==> src/design/rcc_pkg.sv <==
package rcc_pkg;

  // ----------------------------------------------------------------
  // Register map
  // ----------------------------------------------------------------
  localparam logic [14:0] ADDR_CONTROL     = 15'h7FF8;
  localparam logic [14:0] ADDR_SECONDS     = 15'h7FF9;
  localparam logic [14:0] ADDR_CENTURY_DAY = 15'h7FFC;

  localparam int CTL_LOAD_BIT   = 7;
  localparam int CTL_FREEZE_BIT = 6;
  localparam int CTL_SIGN_BIT   = 5;
  localparam int CTL_MAG_MSB    = 4;
  localparam int SEC_HALT_BIT   = 7;
  localparam int DAY_TEST_BIT   = 6;
  localparam int DAY_CENT_EN    = 5;
  localparam int DAY_CENT_BIT   = 4;
  localparam int DAY_DAY_MSB    = 2;

  localparam logic [7:0] CONTROL_RESET = 8'h00;
  localparam logic       HALT_RESET    = 1'h1;
  localparam logic [6:0] SECONDS_RESET = 7'h00;
  localparam logic [7:0] DAY_RESET     = 8'h01;

  // ----------------------------------------------------------------
  // Oscillator chain
  // ----------------------------------------------------------------
  localparam int OSC_HZ     = 32768;
  localparam int TEST_HZ    = 512;
  localparam int STAGE_DIV  = 256;
  localparam int NEG_EXTRA  = 128;
  localparam logic [8:0] STAGE_LAST      = 9'(STAGE_DIV - 1);
  localparam logic [8:0] STAGE_LAST_SLOW = 9'(STAGE_DIV + NEG_EXTRA - 1);
  localparam logic [6:0] PULSES_LAST     = 7'(OSC_HZ / STAGE_DIV - 1);
  localparam logic [6:0] PULSE_STEP      = 7'h01;
  localparam logic [6:0] PULSE_SPLIT     = 7'h02;
  localparam int TEST_BIT = $clog2(OSC_HZ / TEST_HZ) - 1;
  localparam logic [5:0] SEC_LAST   = 6'h3B;
  localparam logic [5:0] MOD_SECOND = 6'h00;

  // ----------------------------------------------------------------
  // Carriers
  // ----------------------------------------------------------------
  typedef struct packed {
    logic        ce_n;
    logic        we_n;
    logic        oe_n;
    logic [14:0] addr;
    logic [7:0]  data;
  } rcc_bus_t;

  typedef struct packed {
    logic [7:0]  control;
    logic        halt;
    logic [6:0]  sec_image;
    logic [7:0]  day_reg;
    logic [8:0]  stage1;
    logic [6:0]  stage2;
    logic [5:0]  sec_cnt;
    logic [5:0]  cycle_min;
    logic [5:0]  raw_cnt;
    logic        wr_pend;
    logic [14:0] wr_addr;
    logic [7:0]  wr_data;
    logic        load_prev;
    logic [7:0]  dq_out;
    logic        dq_oe;
    logic        second_tick;
    logic        minute_tick;
  } rcc_state_t;

endpackage

==> src/design/rcc_calib_century.sv <==
`timescale 1ns/1ps
module rcc_calib_century (
  input  wire logic              clk,              // 250 MHz clock
  input  wire logic              srst,             // Synchronous reset, active high
  input  wire rcc_pkg::rcc_bus_t bus_in,           // Byte-wide bus pins
  input  wire logic              osc_tick,         // One-cycle pulse per crystal period
  input  wire logic              century_rollover, // One-cycle pulse at the turn of a century
  input  wire logic              power_down,       // High while supply is failing
  output logic [7:0]             dq_out,           // Data driven onto the bus
  output logic                   dq_oe,            // High while the block drives data
  output logic                   second_tick,      // Corrected one-second pulse
  output logic                   minute_tick       // Corrected one-minute pulse
);

  // ----------------------------------------------------------------
  // Helpers
  // ----------------------------------------------------------------
  function automatic logic [6:0] to_bcd(input logic [5:0] bin);
    logic [3:0] tens;
    logic [5:0] ones;
    tens = 4'h0;
    ones = bin;
    for (int i = 0; i < 5; i++)
    begin
      if (ones >= 6'h0A)
      begin
        ones = ones - 6'h0A;
        tens = tens + 4'h1;
      end
    end
    return {tens[2:0], ones[3:0]};
  endfunction

  function automatic logic [5:0] from_bcd(input logic [6:0] bcd);
    logic [5:0] val;
    val = 6'({3'h0, bcd[6:4]} * 6'h0A) + {2'h0, bcd[3:0]};
    if (val > rcc_pkg::SEC_LAST)
    begin
      val = 6'h00;
    end
    return val;
  endfunction

  function automatic logic in_map(input logic [14:0] a);
    return (a == rcc_pkg::ADDR_CONTROL) || (a == rcc_pkg::ADDR_SECONDS) ||
           (a == rcc_pkg::ADDR_CENTURY_DAY);
  endfunction

  rcc_pkg::rcc_state_t state_reg;
  rcc_pkg::rcc_state_t state_next;

  // ----------------------------------------------------------------
  // Next state
  // ----------------------------------------------------------------
  always_comb
  begin
    logic       osc_run;
    logic       wr_active;
    logic       commit;
    logic       rd_active;
    logic       frozen;
    logic       loading;
    logic [4:0] mag;
    logic       corr;
    logic       stage_pulse;
    logic       sec_pulse;
    logic [6:0] step;
    logic [8:0] stage_last;
    logic [7:0] rd_data;
    logic [5:0] sec_new;

    state_next = state_reg;
    state_next.second_tick = 1'b0;
    state_next.minute_tick = 1'b0;

    osc_run = osc_tick && !state_reg.halt;
    mag     = state_reg.control[rcc_pkg::CTL_MAG_MSB:0];
    frozen  = state_reg.control[rcc_pkg::CTL_LOAD_BIT] || state_reg.control[rcc_pkg::CTL_FREEZE_BIT];
    loading = state_reg.load_prev && !state_reg.control[rcc_pkg::CTL_LOAD_BIT];
    state_next.load_prev = state_reg.control[rcc_pkg::CTL_LOAD_BIT];

    // Second zero of each of the first 2n minutes is the modified one
    corr = (mag != 5'h00) && (state_reg.cycle_min < {mag, 1'b0}) &&
           (state_reg.sec_cnt == rcc_pkg::MOD_SECOND);
    // Only the first stage period of the second is stretched or split
    stage_last = (corr && !state_reg.control[rcc_pkg::CTL_SIGN_BIT] && state_reg.stage2 == 7'h00) ?
                 rcc_pkg::STAGE_LAST_SLOW : rcc_pkg::STAGE_LAST;
    step = (corr && state_reg.control[rcc_pkg::CTL_SIGN_BIT] && state_reg.stage2 == 7'h00) ?
           rcc_pkg::PULSE_SPLIT : rcc_pkg::PULSE_STEP;

    // ----------------------------------------------------------------
    // Divider chain
    // ----------------------------------------------------------------
    stage_pulse = 1'b0;
    sec_pulse   = 1'b0;
    if (osc_run)
    begin
      state_next.raw_cnt = state_reg.raw_cnt + 6'h01;
      if (state_reg.stage1 >= stage_last)
      begin
        state_next.stage1 = 9'h000;
        stage_pulse = 1'b1;
      end
      else
      begin
        state_next.stage1 = state_reg.stage1 + 9'h001;
      end
    end
    if (stage_pulse)
    begin
      if (state_reg.stage2 == rcc_pkg::PULSES_LAST)
      begin
        state_next.stage2 = 7'h00;
        sec_pulse = 1'b1;
      end
      else
      begin
        state_next.stage2 = state_reg.stage2 + step;
      end
    end
    sec_new = state_reg.sec_cnt;
    if (sec_pulse)
    begin
      state_next.second_tick = 1'b1;
      if (state_reg.sec_cnt == rcc_pkg::SEC_LAST)
      begin
        sec_new = 6'h00;
        state_next.minute_tick = 1'b1;
        state_next.cycle_min = state_reg.cycle_min + 6'h01;
      end
      else
      begin
        sec_new = state_reg.sec_cnt + 6'h01;
      end
      state_next.sec_cnt = sec_new;
      if (!frozen)
      begin
        state_next.sec_image = to_bcd(sec_new);
      end
    end
    // Restarting the divider makes the next tick land one full divider second (32768 ticks unless corrected) after the load
    if (loading)
    begin
      state_next.sec_cnt = from_bcd(state_reg.sec_image);
      state_next.stage1  = 9'h000;
      state_next.stage2  = 7'h00;
    end

    // ----------------------------------------------------------------
    // Bus writes, committed when the write strobe ends
    // ----------------------------------------------------------------
    wr_active = !bus_in.ce_n && !bus_in.we_n && !power_down;
    commit    = state_reg.wr_pend && !wr_active;
    state_next.wr_pend = wr_active;
    if (wr_active)
    begin
      state_next.wr_addr = bus_in.addr;
      state_next.wr_data = bus_in.data;
    end
    if (commit)
    begin
      unique case (state_reg.wr_addr)
        rcc_pkg::ADDR_CONTROL:
        begin
          state_next.control = state_reg.wr_data;
        end
        rcc_pkg::ADDR_SECONDS:
        begin
          state_next.halt      = state_reg.wr_data[rcc_pkg::SEC_HALT_BIT];
          state_next.sec_image = state_reg.wr_data[6:0];
        end
        rcc_pkg::ADDR_CENTURY_DAY:
        begin
          state_next.day_reg[rcc_pkg::DAY_TEST_BIT] = state_reg.wr_data[rcc_pkg::DAY_TEST_BIT];
          state_next.day_reg[rcc_pkg::DAY_CENT_EN]  = state_reg.wr_data[rcc_pkg::DAY_CENT_EN];
          state_next.day_reg[rcc_pkg::DAY_DAY_MSB:0] = state_reg.wr_data[rcc_pkg::DAY_DAY_MSB:0];
          if (state_reg.control[rcc_pkg::CTL_LOAD_BIT])
          begin
            state_next.day_reg[rcc_pkg::DAY_CENT_BIT] = state_reg.wr_data[rcc_pkg::DAY_CENT_BIT];
          end
        end
        default:
        begin
        end
      endcase
    end

    // Rollover toggles after any write in the same cycle, so it is never lost
    if (century_rollover && state_next.day_reg[rcc_pkg::DAY_CENT_EN])
    begin
      state_next.day_reg[rcc_pkg::DAY_CENT_BIT] = !state_next.day_reg[rcc_pkg::DAY_CENT_BIT];
    end
    if (power_down)
    begin
      state_next.day_reg[rcc_pkg::DAY_TEST_BIT] = 1'b0;
    end

    // ----------------------------------------------------------------
    // Bus reads; addresses outside the map are left to the memory array
    // ----------------------------------------------------------------
    rd_active = !bus_in.ce_n && !bus_in.oe_n && bus_in.we_n && !power_down && in_map(bus_in.addr);
    rd_data = 8'h00;
    unique case (bus_in.addr)
      rcc_pkg::ADDR_CONTROL:
      begin
        rd_data = state_reg.control;
      end
      rcc_pkg::ADDR_SECONDS:
      begin
        rd_data = {state_reg.halt, state_reg.sec_image};
        if (state_reg.day_reg[rcc_pkg::DAY_TEST_BIT] && !state_reg.halt)
        begin
          rd_data[0] = state_reg.raw_cnt[rcc_pkg::TEST_BIT];
        end
      end
      rcc_pkg::ADDR_CENTURY_DAY:
      begin
        rd_data = {1'b0, state_reg.day_reg[6:4], 1'b0, state_reg.day_reg[2:0]};
      end
      default:
      begin
        rd_data = 8'h00;
      end
    endcase
    state_next.dq_oe  = rd_active;
    state_next.dq_out = rd_active ? rd_data : 8'h00;
  end

  // ----------------------------------------------------------------
  // State register
  // ----------------------------------------------------------------
  always_ff @(posedge clk)
  begin
    if (srst)
    begin
      state_reg           <= '0;
      state_reg.control   <= rcc_pkg::CONTROL_RESET;
      state_reg.halt      <= rcc_pkg::HALT_RESET;
      state_reg.sec_image <= rcc_pkg::SECONDS_RESET;
      state_reg.day_reg   <= rcc_pkg::DAY_RESET;
    end
    else
    begin
      state_reg <= state_next;
    end
  end

  assign dq_out      = state_reg.dq_out;
  assign dq_oe       = state_reg.dq_oe;
  assign second_tick = state_reg.second_tick;
  assign minute_tick = state_reg.minute_tick;

endmodule

==> config.mk <==
export PLATFORM = sky130hd
export DESIGN_NAME = rcc_calib_century
export DESIGN_NICKNAME = d
export VERILOG_FILES = /design/src/design/rcc_pkg.sv /design/src/design/rcc_calib_century.sv
export SDC_FILE = /design/constraint.sdc
export NUM_CORES = 1
export LEC_CHECK = 0
export ABC_AREA = 0
export BUFFER_PORTS_ARGS = -buffer_cell sky130_fd_sc_hd__buf_2
export CAP_MARGIN = 20
export CELL_PAD_IN_SITES_DETAIL_PLACEMENT = 0
export CELL_PAD_IN_SITES_GLOBAL_PLACEMENT = 2
export CORE_MARGIN = 2
export CORE_UTILIZATION = 37
export DETAILED_ROUTE_END_ITERATION = 6
export PLACE_DENSITY = 0.88
export SYNTH_ARGS = -nofsm -noshare
export SYNTH_HDL_FRONTEND = slang
export SYNTH_SLANG_ARGS = --single-unit
==> constraint.sdc <==
create_clock -name clk -period 6.95 [get_ports clk]
set_input_delay 1.0425 -clock clk [delete_from_list [all_inputs] [get_ports clk]]
set_output_delay 1.0425 -clock clk [all_outputs]
set_load 0.005 [all_outputs]
==> Word level (Yosys, flattened, before mapping) <==
Index checks and enable logic that the tools add are counted.
{ "op_classes": {"add_sub_neg": 15, "multipliers": 1, "magnitude_cmp": 8, "n_eq_ne": 8, "n_mux": 52, "bitwise": 2, "n_reduce_logical": 41} }
{ "op_table": {"columns": ["cell", "count"], "rows": [
  ["$mux W6", 17],
  ["$eq A15 B15 Y1 const B", 6],
  ["$mux W3", 12],
  ["$mux W7", 5],
  ["$ge A6 B4 Y1 const B", 5],
  ["$pmux W8 S3", 1],
  ["$sub A6 B4 Y6 const B", 4],
  ["$add A6 B1 Y6 const B", 3],
  ["$mux W9", 2],
  ["$logic_and A1 B1 Y1", 17],
  ["$add A3 B1 Y3 const B", 4],
  ["$mux W12", 1],
  ["$add A9 B1 Y9 const B", 1],
  ["$ge A9 B9 Y1", 1],
  ["$logic_not A1 Y1", 9],
  ["$mux W1", 9],
  ["$mux W2", 4],
  ["$reduce_and A2 Y1", 4],
  ["$reduce_or A2 Y1", 4],
  ["$add A7 B2 Y7", 1],
  ["$eq A7 B7 Y1 const B", 1],
  ["$logic_not A7 Y1", 1],
  ["$add A6 B4 Y6", 1],
  ["$eq A6 B6 Y1 const B", 1],
  ["10 further kinds", 13]
]} }
{ "word_totals": {"reg_bits": 92, "inputBits": 31, "output_inout_bits": 11} }

==> Depth between registers and ports, before layout <==
{ "logic_depth": {"word_depth": 33, "ltp_mapped": 29, "depth_no_buf": 27} }

==> Least setup slack after synthesis <==
No wires, ideal clock.
{ "synth_timing": {"kind": "reg2reg", "from": "register state_reg[49] (netlist name)", "to": "register state_reg[84] (netlist name)", "setup_ns": 0.132, "t_arrival_ns": 4.910, "path_slack_ns": 1.908, "path_stages_with_launch": 29, "n_path_buf": 2, "cell_sequence": "dfxtp_1 -> ha_1 -> buf_2 -> nand3_1 -> nor2_2 -> nor2_1 -> inv_1 -> ha_1 -> nand2_1 -> o221ai_2 -> o2bb2ai_1 -> a21oi_4 -> mux2_2 -> a21oi_4 -> xnor2_2 -> ha_1 -> o21ai_0 -> nor4b_1 -> nor4_1 -> buf_2 -> nor2b_1 -> a21oi_1 -> ha_1 -> mux2_4 -> ha_1 -> nor3b_2 -> xnor2_1 -> o21ai_1 -> a21oi_1"} }
{ "synth_via": {"elab_chain_cells": 25} }
{ "synth_rtl": {"columns": ["element", "line", "rtl"], "rows": [
  ["start, declared", "rcc_calib_century.sv:49", "rcc_pkg::rcc_state_t state_reg;"],
  ["start signal, assigned", "rcc_calib_century.sv:244", "state_reg <= state_next;"],
  ["$add A6 B1 Y6 / $eq A6 B6 Y1 (equally long branches)", "rcc_calib_century.sv:133, rcc_calib_century.sv:125", null],
  ["$mux W6", "rcc_calib_century.sv:125", "if (state_reg.sec_cnt == rcc_pkg::SEC_LAST)"],
  ["$mux W6", "rcc_calib_century.sv:122", "if (sec_pulse)"],
  ["$sub A6 B4 Y6 / $ge A6 B4 Y1 (equally long branches)", "rcc_calib_century.sv:27, rcc_calib_century.sv:25", null],
  ["$mux W6 / $mux W1 (equally long branches)", "rcc_calib_century.sv:25", "if (ones >= 6'h0A)"],
  ["$mux W6 / $mux W3 (equally long branches)", "rcc_calib_century.sv:136", "if (!frozen)"],
  ["$mux W6 / $mux W3 (equally long branches)", "rcc_calib_century.sv:122", null],
  ["$sub A6 B4 Y6 (tied with other cells)", "rcc_calib_century.sv:27", "ones = ones - 6'h0A;"],
  ["(+9 left out)", null, null],
  ["$mux W6 / $mux W3 (equally long branches)", "rcc_calib_century.sv:136", null],
  ["$mux W6 / $mux W3 (equally long branches)", "rcc_calib_century.sv:122", null],
  ["$ge A6 B4 Y1 / $add A3 B1 Y3 (equally long branches)", "rcc_calib_century.sv:25, rcc_calib_century.sv:28", null],
  ["$mux W3", "rcc_calib_century.sv:25", null],
  ["$mux W7", "rcc_calib_century.sv:136", null],
  ["$mux W7 (*)", "rcc_calib_century.sv:122", null],
  ["$mux W7", "rcc_calib_century.sv:162", "unique case (state_reg.wr_addr)"],
  ["$mux W7 (*)", "rcc_calib_century.sv:160", "if (commit)"]
]} }
Every way passes the cells marked *; elsewhere a longest branch is shown, timed or not. The select of a mux whose other input is x is not followed.
A chain may end at the register's enable or synchronous reset.

==> Final worst setup path <==
{ "layout_timing": {"from": "register state_reg[48] (netlist name)", "to": "register state_reg[84] (netlist name)"} }
The elaborated chain is that of the path after synthesis.

==> results.toml <==
[placed_design]
dpl_worst_slack_ns = 0.463
dp_hpwl_um = 8890
finalWeightedCongestion = 0.831
io_buffers = 41

[pwr]
p_per_area_nw_per_um2 = 181
p_leak_nw = 2.37
vdd_drop_max_mv = 0.149

[clock_network]
clockRootBuffer = "clkbuf_16"
clkSlewWorstSetupHoldPaths_ns = 0.06
htreeDepth = 3
cts.repair.resized = 0
post_cts.repair.setup_buffers = 0
clk_latency_ns = 0.34
ctsHoldBuffers = 0
cts_tree = "done"
cts.sinks = 92
cts_max_path_buffers = 2
cts_buffers = 9

[critical_path]
end_kind = "register"
crit_start = "state_reg[48]$_SDFFE_PP0P_"
setup.worst_path.start_class = "register"
cp_max_fo = 11
critical_path_class = "register to register"
cp_common_cell = "ha_1"
reg2reg_depth = 27
slowest_stage = "dfxtp_1"
cp.arrival_ns = 6.20
slowest_delay_ns = 0.55
critPathRequiredTime_ns = 7.14
timing.rr.end = "state_reg[84]$_SDFF_PP0_"
r2r-start = "state_reg[48]$_SDFFE_PP0P_"
r2r_slack_ns = 0.94
cp-endpoint = "state_reg[84]$_SDFF_PP0_"

[cells_and_area]
nNetsFinal = 709
antennaDiodeCount = 0
final_cell_mix = "dfxtp_1 (92), nor2_1 (83), nand2_1 (83)"
final_common_cell = "dfxtp_1"
syn_to_final_growth_pct = 11.3
post-route-util_pct = 42.3
drive_above_1_share_pct = 13.6
largest_register_ffs = 80

[yosys]
synth_cell_type_count = 81
seq_area_frac_synth_pct = 34.9
syn_area_um2 = 5270
synth_nets = 688
synthCells = 629
synth_ff_type = "dfxtp_1"
synth_edf_count = 0
async_flop_share_pct = 0
ys_seq_elements = 92
avgSynthCellArea_um2 = 8.38
yosysWarnings = 0

[die]
chipHeight_um = 123
die-area_um2 = 15200
die_x_um = 123
row_count = 43
core_region_area_um2 = 13900
initial_core_util_pct = 38.0
ioPinCount = 42

[worst_hold_path]
hold_path.class = "register to register"
hold_path_depth = 2

[sta]
slew_violations = 0
fin_ws_ns = 0.939
max_freq_mhz = 166
rsz0062_at_grt = "false"
setup_violations = 0
clock_skew_ns = 0.00702
final.setup.tns_ns = 0
fin_crit_sh_pct = 86.5
slew_headroom_pct = 40.1
final.min_clock_period_ns = 6.01
hold_viol_final = 0
worst_pin_slew_ns = 0.893

[global_route]
grt_max_degree = 66
overflow = 0
grt_pass1_wl_um = 19800
antenna_found_initial = 0
grt_usage_pct = 16.3
grt_pass1_vias = 4069

[run]
max-cap-violations = 0

[outcome]
status = "finished, final reports clean"

[detailed_routing]
drt_wl_total_um = 12000
wl_per_cell_um = 14.4
num_vias = 4327
drc_errors = 0
viasPerCell = 5.18
firstDrtPassIters = 4
drtIter0Drc = 242
ant_nets = 0
logic make-up after synthesis:
logic type	Yosys count	share of synthesized area, %
xor+xnor	42	7.41
compound gates	112	16.1
fa+ha+maj	28	6.93
simple gates	264	23.7
buf+inv	63	5.46
flops	92	34.9
mux	28	5.46
synth_stat cells (3+ instances only):
library cell	number	area (um2)
buf_2	5	25.0
nor2b_1	8	50.1
nand3b_1	3	22.5
and2_1	3	18.8
a211oi_1	3	22.5
buf_4	10	75.1
xnor2_1	19	166
clkbuf_1	18	67.6
o21ai_0	10	50.1
a21o_1	5	37.5
nor4_1	6	37.5
ha_1	26	325
inv_1	28	105
nand2_1	83	312
a21oi_1	45	225
o211ai_1	4	30.0
dfxtp_1	92	1840
a222oi_1	5	50.1
nand4b_1	5	43.8
nor3_1	10	50.1
nand2b_1	5	31.3
or3_1	8	50.1
o21a_1	3	22.5
nand3_1	16	80.1
and3_1	6	37.5
nor2_1	83	312
mux2i_1	25	250
nand4_1	13	81.3
xor2_1	20	175
layer usage:
metal,wire (um),global-route usage (%),share of wire (%),vias up
li1,-,-,-,2223
met1,5660,22.1,47,2018
met2,5800,26.5,48,72
met3,373,2.21,3.1,14
met4,172,5.47,1.4,0
met5,0,0,0,-
final cells by class:
class / count / area [um2]
clock buffers: 12 / 256
clock inverters: 4 / 47.5
fillers: 1414 / 8010
inverters: 28 / 105
multi-input cells: 474 / 3160
flip-flops and latches: 92 / 1840
well taps: 180 / 225
repair buffers: 45 / 233
worst max-delay path: cells and delay by family, from the launching register on:
| family | cells | cell delay, ns |
|---|---|---|
| simple gates | 9 | 1.59 |
| fa+ha+maj | 5 | 1.23 |
| compound gates | 7 | 1.06 |
| xor+xnor | 3 | 0.86 |
| flops | 1 | 0.55 |
| buf+inv | 2 | 0.30 |
| mux | 1 | 0.27 |
through the flow:
stage	std cells	hold WS (ns)	total power [W]	instance area [um2]
2_1_floorplan	629	0.431	0.000566	5270
3_3_place_gp	817	0.443	0.000582	5550
3_5_place_dp	818	0.450	0.000582	5560
4_1_cts	834	0.458	0.00108	5860
5_1_grt	835	0.482	0.00110	5870
6_report	835	0.458	0.00106	5870
worst min-delay path by stage:
stage / end / start
after detailed placement: state_reg[23]$_SDFFE_PP0P_ / state_reg[23]$_SDFFE_PP0P_
after CTS: state_reg[32]$_SDFFE_PP0P_ / state_reg[32]$_SDFFE_PP0P_
final: state_reg[32]$_SDFFE_PP0P_ / state_reg[32]$_SDFFE_PP0P_
after global routing: state_reg[28]$_SDFFE_PP0P_ / state_reg[28]$_SDFFE_PP0P_
after floorplan: state_reg[21]$_SDFFE_PP0P_ / state_reg[21]$_SDFFE_PP0P_
after global placement: state_reg[70]$_SDFFE_PP1P_ / state_reg[70]$_SDFFE_PP1P_
report_power, final:
group	switching [W]	internal [W]	total, W
registers	0.00000367	0.000532	0.000535
clock network	0.000197	0.000297	0.000494
logic	0.0000219	0.0000128	0.0000347
Power figures use the tool's default switching activity.
